**src/rtl/bwu_pkg.sv**
```systemverilog
// Constants for the bridge window upper-address and control slice
package bwu_pkg;
    // Configuration byte offsets
    localparam logic [7:0]  OFS_PREF_LOW     = 8'h24;
    localparam logic [7:0]  OFS_PREF_BOT_HI  = 8'h28;
    localparam logic [7:0]  OFS_PREF_TOP_HI  = 8'h2c;
    localparam logic [7:0]  OFS_IO_HI        = 8'h30;
    localparam logic [7:0]  OFS_CAP_PTR      = 8'h34;
    localparam logic [7:0]  OFS_BRIDGE_CTRL  = 8'h3c;
    // Reset and constant read values
    localparam logic [31:0] REG_RESET        = 32'h0000_0000;
    localparam logic [7:0]  CAP_LIST_PTR     = 8'hb0;
    localparam logic [3:0]  PREF_64BIT_CODE  = 4'h1;
    localparam logic [2:0]  CTRL_RESET       = 3'h0;
    // Bridge control field positions
    localparam int          CTRL_LSB         = 16;
    localparam int          CTRL_PARITY_BIT  = 0;
    localparam int          CTRL_SERR_BIT    = 1;
    localparam int          CTRL_ISA_BIT     = 2;
    localparam int          CTRL_LANE        = 2;
    // Implied low address bits of window bounds
    localparam logic [19:0] PREF_BOT_FILL    = 20'h00000;
    localparam logic [19:0] PREF_TOP_FILL    = 20'hfffff;
    localparam logic [11:0] IO_BOT_FILL      = 12'h000;
    localparam logic [11:0] IO_TOP_FILL      = 12'hfff;
    // ISA alias: offsets 100h..3ffh of each 1KB block; first 64KB only for downstream, any address upstream
    localparam logic [15:0] ISA_SPACE_HI     = 16'h0000;
    localparam logic [1:0]  ISA_KEEP_QUARTER = 2'h0;
endpackage

```
**src/rtl/bwu_config_slice.sv**
```systemverilog
// Window upper-address registers, capability pointer and bridge control
`timescale 1ns/1ns
module bwu_config_slice (
    input  wire logic        sys_clk_in,
    input  wire logic        reset_in,
    // Configuration access
    input  wire logic        cfg_wr_in,
    input  wire logic        cfg_rd_in,
    input  wire logic [7:0]  cfg_addr_in,
    input  wire logic [3:0]  cfg_be_in,
    input  wire logic [31:0] cfg_wdata_in,
    output logic [31:0]      cfg_rdata_out,
    output logic             cfg_rvalid_out,
    // Lower window bounds held elsewhere
    input  wire logic [11:0] pref_base_low_in,
    input  wire logic [11:0] pref_limit_low_in,
    input  wire logic [3:0]  io_base_low_in,
    input  wire logic [3:0]  io_limit_low_in,
    // Primary memory and I/O decode
    input  wire logic        mem_valid_in,
    input  wire logic [63:0] mem_addr_in,
    output logic             pref_fwd_down_out,
    input  wire logic        io_valid_in,
    input  wire logic [31:0] io_addr_in,
    output logic             io_fwd_down_out,
    // Secondary I/O decode
    input  wire logic        sec_io_valid_in,
    input  wire logic [31:0] sec_io_addr_in,
    output logic             io_fwd_up_out,
    // Secondary error handling
    input  wire logic        sec_parity_err_in,
    output logic             sec_parity_report_out,
    input  wire logic        first_downstream_syserr_pin_n_in,
    input  wire logic        second_downstream_syserr_pin_n_in,
    output logic             pri_syserr_req_out
);
    logic [31:0] pref_bot_hi_q;
    logic [31:0] pref_top_hi_q;
    logic [31:0] io_hi_q;
    logic [2:0]  ctrl_q;
    logic [31:0] rdata_d;
    logic [31:0] rdata_q;
    logic        rvalid_q;
    logic        pref_fwd_q;
    logic        io_down_q;
    logic        io_up_q;
    logic        parity_q;
    logic        serr_q;
    logic        sel_bot;
    logic        sel_top;
    logic        sel_io;
    logic        sel_ctrl;
    logic [63:0] pref_bottom;
    logic [63:0] pref_top;
    logic [31:0] io_bottom;
    logic [31:0] io_top;
    logic        pref_hit;
    logic        io_hit;
    logic        isa_on;
    logic        down_alias;
    logic        up_alias;

    // Dword decode of the configuration offset
    assign sel_bot  = cfg_addr_in[7:2] == bwu_pkg::OFS_PREF_BOT_HI[7:2];
    assign sel_top  = cfg_addr_in[7:2] == bwu_pkg::OFS_PREF_TOP_HI[7:2];
    assign sel_io   = cfg_addr_in[7:2] == bwu_pkg::OFS_IO_HI[7:2];
    assign sel_ctrl = cfg_addr_in[7:2] == bwu_pkg::OFS_BRIDGE_CTRL[7:2];

    // Byte-lane writes of the window upper halves
    for (genvar i = 0; i < 4; i++) begin : g_lane
        always_ff @(posedge sys_clk_in or posedge reset_in) begin
            if (reset_in) begin
                pref_bot_hi_q[8*i +: 8] <= bwu_pkg::REG_RESET[8*i+:8];
                pref_top_hi_q[8*i +: 8] <= bwu_pkg::REG_RESET[8*i+:8];
                io_hi_q[8*i +: 8]       <= bwu_pkg::REG_RESET[8*i+:8];
            end else if (cfg_wr_in && cfg_be_in[i]) begin
                if (sel_bot) begin
                    pref_bot_hi_q[8*i +: 8] <= cfg_wdata_in[8*i +: 8];
                end
                if (sel_top) begin
                    pref_top_hi_q[8*i +: 8] <= cfg_wdata_in[8*i +: 8];
                end
                if (sel_io) begin
                    io_hi_q[8*i +: 8] <= cfg_wdata_in[8*i +: 8];
                end
            end
        end
    end

    // Bridge control bits 18:16 in byte lane 2
    always_ff @(posedge sys_clk_in or posedge reset_in) begin
        if (reset_in) begin
            ctrl_q <= bwu_pkg::CTRL_RESET;
        end else if (cfg_wr_in && sel_ctrl
                     && cfg_be_in[bwu_pkg::CTRL_LANE]) begin
            ctrl_q <= cfg_wdata_in[bwu_pkg::CTRL_LSB +: 3];
        end
    end

    // Read data mux; unmapped offsets read zero
    always_comb begin
        rdata_d = bwu_pkg::REG_RESET;
        case (cfg_addr_in[7:2])
            bwu_pkg::OFS_PREF_LOW[7:2]: begin
                rdata_d = {pref_limit_low_in, bwu_pkg::PREF_64BIT_CODE,
                           pref_base_low_in, bwu_pkg::PREF_64BIT_CODE};
            end
            bwu_pkg::OFS_PREF_BOT_HI[7:2]: rdata_d = pref_bot_hi_q;
            bwu_pkg::OFS_PREF_TOP_HI[7:2]: rdata_d = pref_top_hi_q;
            bwu_pkg::OFS_IO_HI[7:2]:       rdata_d = io_hi_q;
            bwu_pkg::OFS_CAP_PTR[7:2]: begin
                rdata_d[7:0] = bwu_pkg::CAP_LIST_PTR;
            end
            bwu_pkg::OFS_BRIDGE_CTRL[7:2]: begin
                rdata_d[bwu_pkg::CTRL_LSB +: 3] = ctrl_q;
            end
            default: rdata_d = bwu_pkg::REG_RESET;
        endcase
    end

    // Registered read answer, one cycle after the read strobe
    always_ff @(posedge sys_clk_in or posedge reset_in) begin
        if (reset_in) begin
            rdata_q  <= bwu_pkg::REG_RESET;
            rvalid_q <= 1'b0;
        end else begin
            rvalid_q <= cfg_rd_in;
            if (cfg_rd_in) begin
                rdata_q <= rdata_d;
            end
        end
    end

    assign cfg_rdata_out  = rdata_q;
    assign cfg_rvalid_out = rvalid_q;

    // Full window bounds from upper and lower parts
    assign pref_bottom = {pref_bot_hi_q, pref_base_low_in,
                          bwu_pkg::PREF_BOT_FILL};
    assign pref_top    = {pref_top_hi_q, pref_limit_low_in,
                          bwu_pkg::PREF_TOP_FILL};
    assign io_bottom   = {io_hi_q[15:0], io_base_low_in,
                          bwu_pkg::IO_BOT_FILL};
    assign io_top      = {io_hi_q[31:16], io_limit_low_in,
                          bwu_pkg::IO_TOP_FILL};

    bwu_window_cmp #(.W(64)) u_pref_cmp (
        .addr_in   (mem_addr_in),
        .bottom_in (pref_bottom),
        .top_in    (pref_top),
        .hit_out   (pref_hit)
    );

    bwu_window_cmp #(.W(32)) u_io_cmp (
        .addr_in   (io_addr_in),
        .bottom_in (io_bottom),
        .top_in    (io_top),
        .hit_out   (io_hit)
    );

    // ISA alias detection for both directions
    assign isa_on     = ctrl_q[bwu_pkg::CTRL_ISA_BIT];
    assign down_alias = (io_addr_in[31:16] == bwu_pkg::ISA_SPACE_HI)
                        && (io_addr_in[9:8] != bwu_pkg::ISA_KEEP_QUARTER);
    assign up_alias   = sec_io_addr_in[9:8] != bwu_pkg::ISA_KEEP_QUARTER;

    // Forwarding decisions, registered
    always_ff @(posedge sys_clk_in or posedge reset_in) begin
        if (reset_in) begin
            pref_fwd_q <= 1'b0;
            io_down_q  <= 1'b0;
            io_up_q    <= 1'b0;
        end else begin
            pref_fwd_q <= mem_valid_in && pref_hit;
            io_down_q  <= io_valid_in && io_hit
                          && !(isa_on && down_alias);
            io_up_q    <= sec_io_valid_in && (isa_on && up_alias
                          || !io_window_has(sec_io_addr_in));
        end
    end

    // Secondary-to-primary upstream: outside the downstream I/O window, or an ISA alias while the ISA bit is set
    function automatic logic io_window_has(input logic [31:0] a);
        return (a >= io_bottom) && (a <= io_top);
    endfunction

    assign pref_fwd_down_out = pref_fwd_q;
    assign io_fwd_down_out   = io_down_q;
    assign io_fwd_up_out     = io_up_q;

    // Parity reporting and system error forwarding gates
    always_ff @(posedge sys_clk_in or posedge reset_in) begin
        if (reset_in) begin
            parity_q <= 1'b0;
            serr_q   <= 1'b0;
        end else begin
            parity_q <= sec_parity_err_in
                        && ctrl_q[bwu_pkg::CTRL_PARITY_BIT];
            serr_q   <= ctrl_q[bwu_pkg::CTRL_SERR_BIT]
                        && (!first_downstream_syserr_pin_n_in
                        || !second_downstream_syserr_pin_n_in);
        end
    end

    assign sec_parity_report_out = parity_q;
    assign pri_syserr_req_out    = serr_q;
endmodule

```
**src/rtl/bwu_window_cmp.sv**
```systemverilog
// Inclusive address window comparator
`timescale 1ns/1ns
module bwu_window_cmp #(
    parameter int W = 64
) (
    input  wire logic [W-1:0] addr_in,
    input  wire logic [W-1:0] bottom_in,
    input  wire logic [W-1:0] top_in,
    output logic              hit_out
);
    // Both ends of the window count as inside
    assign hit_out = (addr_in >= bottom_in) && (addr_in <= top_in);
endmodule

```
**config.mk**
```make
export PLATFORM = sky130hd
export DESIGN_NAME = bwu_config_slice
export DESIGN_NICKNAME = d
export VERILOG_FILES = /design/src/rtl/bwu_pkg.sv /design/src/rtl/bwu_config_slice.sv /design/src/rtl/bwu_window_cmp.sv
export SDC_FILE = /design/constraint.sdc
export NUM_CORES = 1
export LEC_CHECK = 0
export BUFFER_PORTS_ARGS = -buffer_cell sky130_fd_sc_hd__buf_2
export CAP_MARGIN = 0
export CORE_MARGIN = 2
export CORE_UTILIZATION = 50
export CTS_CLUSTER_SIZE = 25
export DETAILED_ROUTE_END_ITERATION = 12
export PLACE_DENSITY = 0.82
export RECOVER_POWER = 50
export SYNTH_ARGS = -nofsm -noshare
export SYNTH_HDL_FRONTEND = slang
export SYNTH_SLANG_ARGS = --single-unit
```
**constraint.sdc**
```tcl
create_clock -name sys_clk_in -period 4.3 [get_ports sys_clk_in]
set_input_delay 0.86 -clock sys_clk_in [delete_from_list [all_inputs] [get_ports sys_clk_in]]
set_output_delay 0.86 -clock sys_clk_in [all_outputs]
set_load 0.02 [all_outputs]
```
==> results by group <==
Synth
  • Post-synthesis mux area share: 0.443%
  • Synth warnings: 0
  • Mapped Avg Cell Area: 8.53 um2
  • Library cells used by synthesis: 53
  • Compound-Gate Fraction of Synth Area: 21.5%
  • Post-synthesis register bit count: 137
  • Post-Synth XOR/XNOR Area: 0.0861%
  • Synth Flop Type: dfrtp_1
  • Largest family of logic cells by synthesized area: compound AO/OA/AOI/OAI gates
  • Adder-cell share of the synthesized area: 20.7%
  • Register area share after synthesis: 33.7%
  • Synth Area in Simple Gates: 16.1%
  • Synth Instances: 1192
  • Post-synthesis cell area: 0.0102 mm2
  • Ys async rst share: 100%
  • Net count after synthesis: 1574
  • EDFF count, synth: 0

Detailed routing
  • Wire length per cell: 19.1 um
  • Antenna Violating Nets Remaining: 0
  • Final wirelength: 32800 um
  • Initial DRC count: 780
  • Remaining DRCs: 0
  • DR pass1 iterations: 6
  • Via/cell ratio: 5.84
  • Total number of vias: 10000

Setup path
  • CP Capture Type: async pin
  • Data required time of the worst path: 4.39 ns
  • Reg-to-Reg Start: pref_bot_hi_q[1]$_DFFE_PP0P_
  • Stages on worst setup path: 3
  • Worst R2R End: pref_fwd_down_out$_DFF_PP0_
  • Crit path capture: pref_bot_hi_q[19]$_DFFE_PP0P_
  • Crit start category: input port
  • Crit Path Max Fanout: 41
  • Slowest-stage cell, CP: clkbuf_1
  • Largest stage delay, worst path: 1.62 ns
  • R2r setup slk: 2.06 ns
  • CP delay by family, top: buffers and inverters
  • Crit path from: reset_in
  • Crit-path cells: buf_2 -> clkinvlp_2 -> clkbuf_1
  • R2R depth: 9
  • Worst endpoint data arrival time: 3.01 ns
  • CP Class: in2async
  • Crit path buffers/inverters: 3

Pwr
  • Sw frac: 34.3%
  • Clk pwr share: 35.2%
  • Pwr dens: 327 mW/mm2
  • Combinational Power Share: 26.6%
  • Worst vdd ir: 241 uV
  • Reg power frac: 38.2%
  • P_sw: 0.00136 W
  • Internal power: 0.00260 W
  • Lkg Pwr: 6.49 nW

Clock network
  • Postcts setup bufs: 0
  • H-tree levels: 4
  • Root buffer cell: clkbuf_16
  • Worst-Skew Late Latency: 0.43 ns
  • CTS max path bufs: 2
  • Cts hold-fix bufs: 0
  • PostCTS Resize Cnt: 0
  • Total CTS buffers: 17
  • Sink Count: 137
  • CTS tree: built
  • Clk slew on worst S/H paths: 0.07 ns

Timing
  • Final setup fails: 0
  • Max Fclk: 342 MHz
  • Slew @ Worst Pin: 2.20 ns
  • RSZ-0062 raised after global routing: no
  • Min cycle time layout: 2.92 ns
  • Final setup margin: 1.38 ns
  • Setup Skew: 0.00869 ns
  • Worst slew margin: -46.5%
  • Max-slew violation count: 126
  • Tcrit/Tclk final: 67.9%
  • Setup TNS: 0 ns
  • Hold Fails Final Rpt: 0

Placed design
  • DP Area: 0.0116 mm2
  • DP Worst Slack: 1.38 ns
  • Final Wtd Congestion: 0.966
  • HPWL after detailed placement: 26500 um
  • PortBufs: 249

Finish
  • Register area: 0.00343 mm2
  • Multi-input combinational cell area: 0.00598 mm2
  • Commonest non-fill, non-tap cells in the layout: 232 x buf_2, 168 x ha_1, 154 x nand2_1, 146 x inv_1, 137 x dfrtp_1
  • Most common cell after layout, fill and taps aside: buf_2
  • Final instance area: 0.0121 mm2
  • Final Core Density: 60.4%
  • Layout cells sized above 1: 20.5%
  • Filler cells: 1769
  • Net count, final: 1812
  • Area Growth Syn to Fin: 19.4%

Die
  • Core area: 0.0201 mm2
  • Die Y: 147 um
  • Num rows: 52
  • Initial Util: 50.6%
  • DIE WIDTH: 147 um
  • DIE AREA: 0.0215 mm2
  • Io pins: 252

Global routing
  • All-Layer GR Usage: 30.8%
  • Largest net degree at the start of global routing: 84
  • First-pass GRT wire length: 51600 um
  • Number of global-route vias before repair: 9966
  • Antenna violations before repair: 2
  • Grt ovf: 0

Min path
  • Worst hold path type: in2async

Status
  • Failing checks: max-capacitance violations, max-slew violations
  • Status: finished with violations

Flow run
  • Max-Cap Viols: 2
[routing by layer]
layer	GRT usage, %	vias up	wire [um]
met5	0	-	0
met4	13.1	0	1230
met3	5.66	86	3030
met2	50.6	534	15400
met1	40.0	4670	13200
li1	-	4731	-
[cell usage after synthesis (all sizes together), types with 3 or more instances]
library cell | n | area share [%]
a211oi | 8 | 0.59
nor4 | 16 | 0.98
clkbuf | 12 | 0.44
nand4 | 48 | 3.0
a222oi | 4 | 0.39
buf | 26 | 1.6
nor2b | 4 | 0.25
o22a | 3 | 0.26
o211ai | 8 | 0.59
nand2 | 155 | 5.8
o22ai | 8 | 0.49
nand3 | 8 | 0.52
a21oi | 96 | 4.7
a31oi | 4 | 0.25
ha | 168 | 21
a2111oi | 3 | 0.26
o21a | 3 | 0.22
a22oi | 26 | 1.9
mux2 | 4 | 0.44
nor4b | 3 | 0.26
a21o | 49 | 3.6
nor3 | 14 | 1.1
a221oi | 3 | 0.26
nor2 | 72 | 3.3
dfrtp | 137 | 34
inv | 147 | 5.4
o21ai | 142 | 7.0
[through the flow]
step           std cells  total power, W  hold WS [ns]
2_1_floorplan       1192         0.00216         0.473
3_3_place_gp        1681         0.00252         0.500
3_5_place_dp        1681         0.00257         0.511
4_1_cts             1713         0.00396         0.416
5_1_grt             1713         0.00418         0.525
6_report            1715         0.00396         0.486
[worst min-delay path by stage]
stage,startpoint,to,slack [ns],depth (start not counted)
floorplan,ctrl_q[0]$_DFFE_PP0P_,sec_parity_report_out$_DFF_PP0_,0.47,1
global placement,cfg_rdata_out[9]$_DFFE_PP0P_,cfg_rdata_out[9]$_DFFE_PP0P_,0.50,2
detailed placement,cfg_rdata_out[8]$_DFFE_PP0P_,cfg_rdata_out[8]$_DFFE_PP0P_,0.51,2
CTS,reset_in,io_bottom[23]$_DFFE_PP0P_,0.42,2
global route,reset_in,pref_bot_hi_q[5]$_DFFE_PP0P_,0.53,2
finish,reset_in,pref_bot_hi_q[4]$_DFFE_PP0P_,0.49,2
[power groups by stage]
stage	logic (W)	registers, W	clock network, W
floorplan	0.000623	0.00154	0
global placement	0.000992	0.00153	0
detailed placement	0.00104	0.00153	0
CTS	0.00105	0.00151	0.00140
global route	0.00118	0.00153	0.00147
finish	0.00106	0.00152	0.00139
[worst register-to-register path, delay by kind of cell (launching register included)]
| family | cells | cell delay [ns] |
|---|---|---|
| adder cells (fa/ha/maj) | 1 | 0.30 |
| AND/OR/NAND/NOR | 1 | 0.08 |
| buffers and inverters | 1 | 0.08 |
| AO/OA/AOI/OAI | 6 | 1.34 |
| flip-flops | 1 | 0.35 |
[cell families after synthesis]
| family | count (synthesis) |
|---|---|
| xor+xnor | 1 |
| mux | 4 |
| compound gates | 368 |
| flops | 137 |
| buf+inv | 185 |
| simple gates | 329 |
| fa+ha+maj | 168 |
[flip-flops by register name, summed over array words and instances, names as in the netlist]
name / flops
cfg_rdata_out: 32
cfg_rvalid_out: 1
ctrl_q: 3
io_bottom: 16
io_fwd_down_out: 1
io_fwd_up_out: 1
io_hi_q: 16
pref_bot_hi_q: 32
pref_fwd_down_out: 1
pref_top: 32
pri_syserr_req_out: 1
sec_parity_report_out: 1
[final cells by class]
type	instances	share of cell area [%]
Timing Repair Buffer	257	10.5
Tap cell	270	2.78
Clock buffer	17	3.50
Inverter	147	4.55
Sequential cell	137	28.2
Clock inverter	15	1.09
Antenna cell	2	0.0412
Multi-Input combinational cell	870	49.3
No activity file was read; power rests on OpenSTA's default activity.
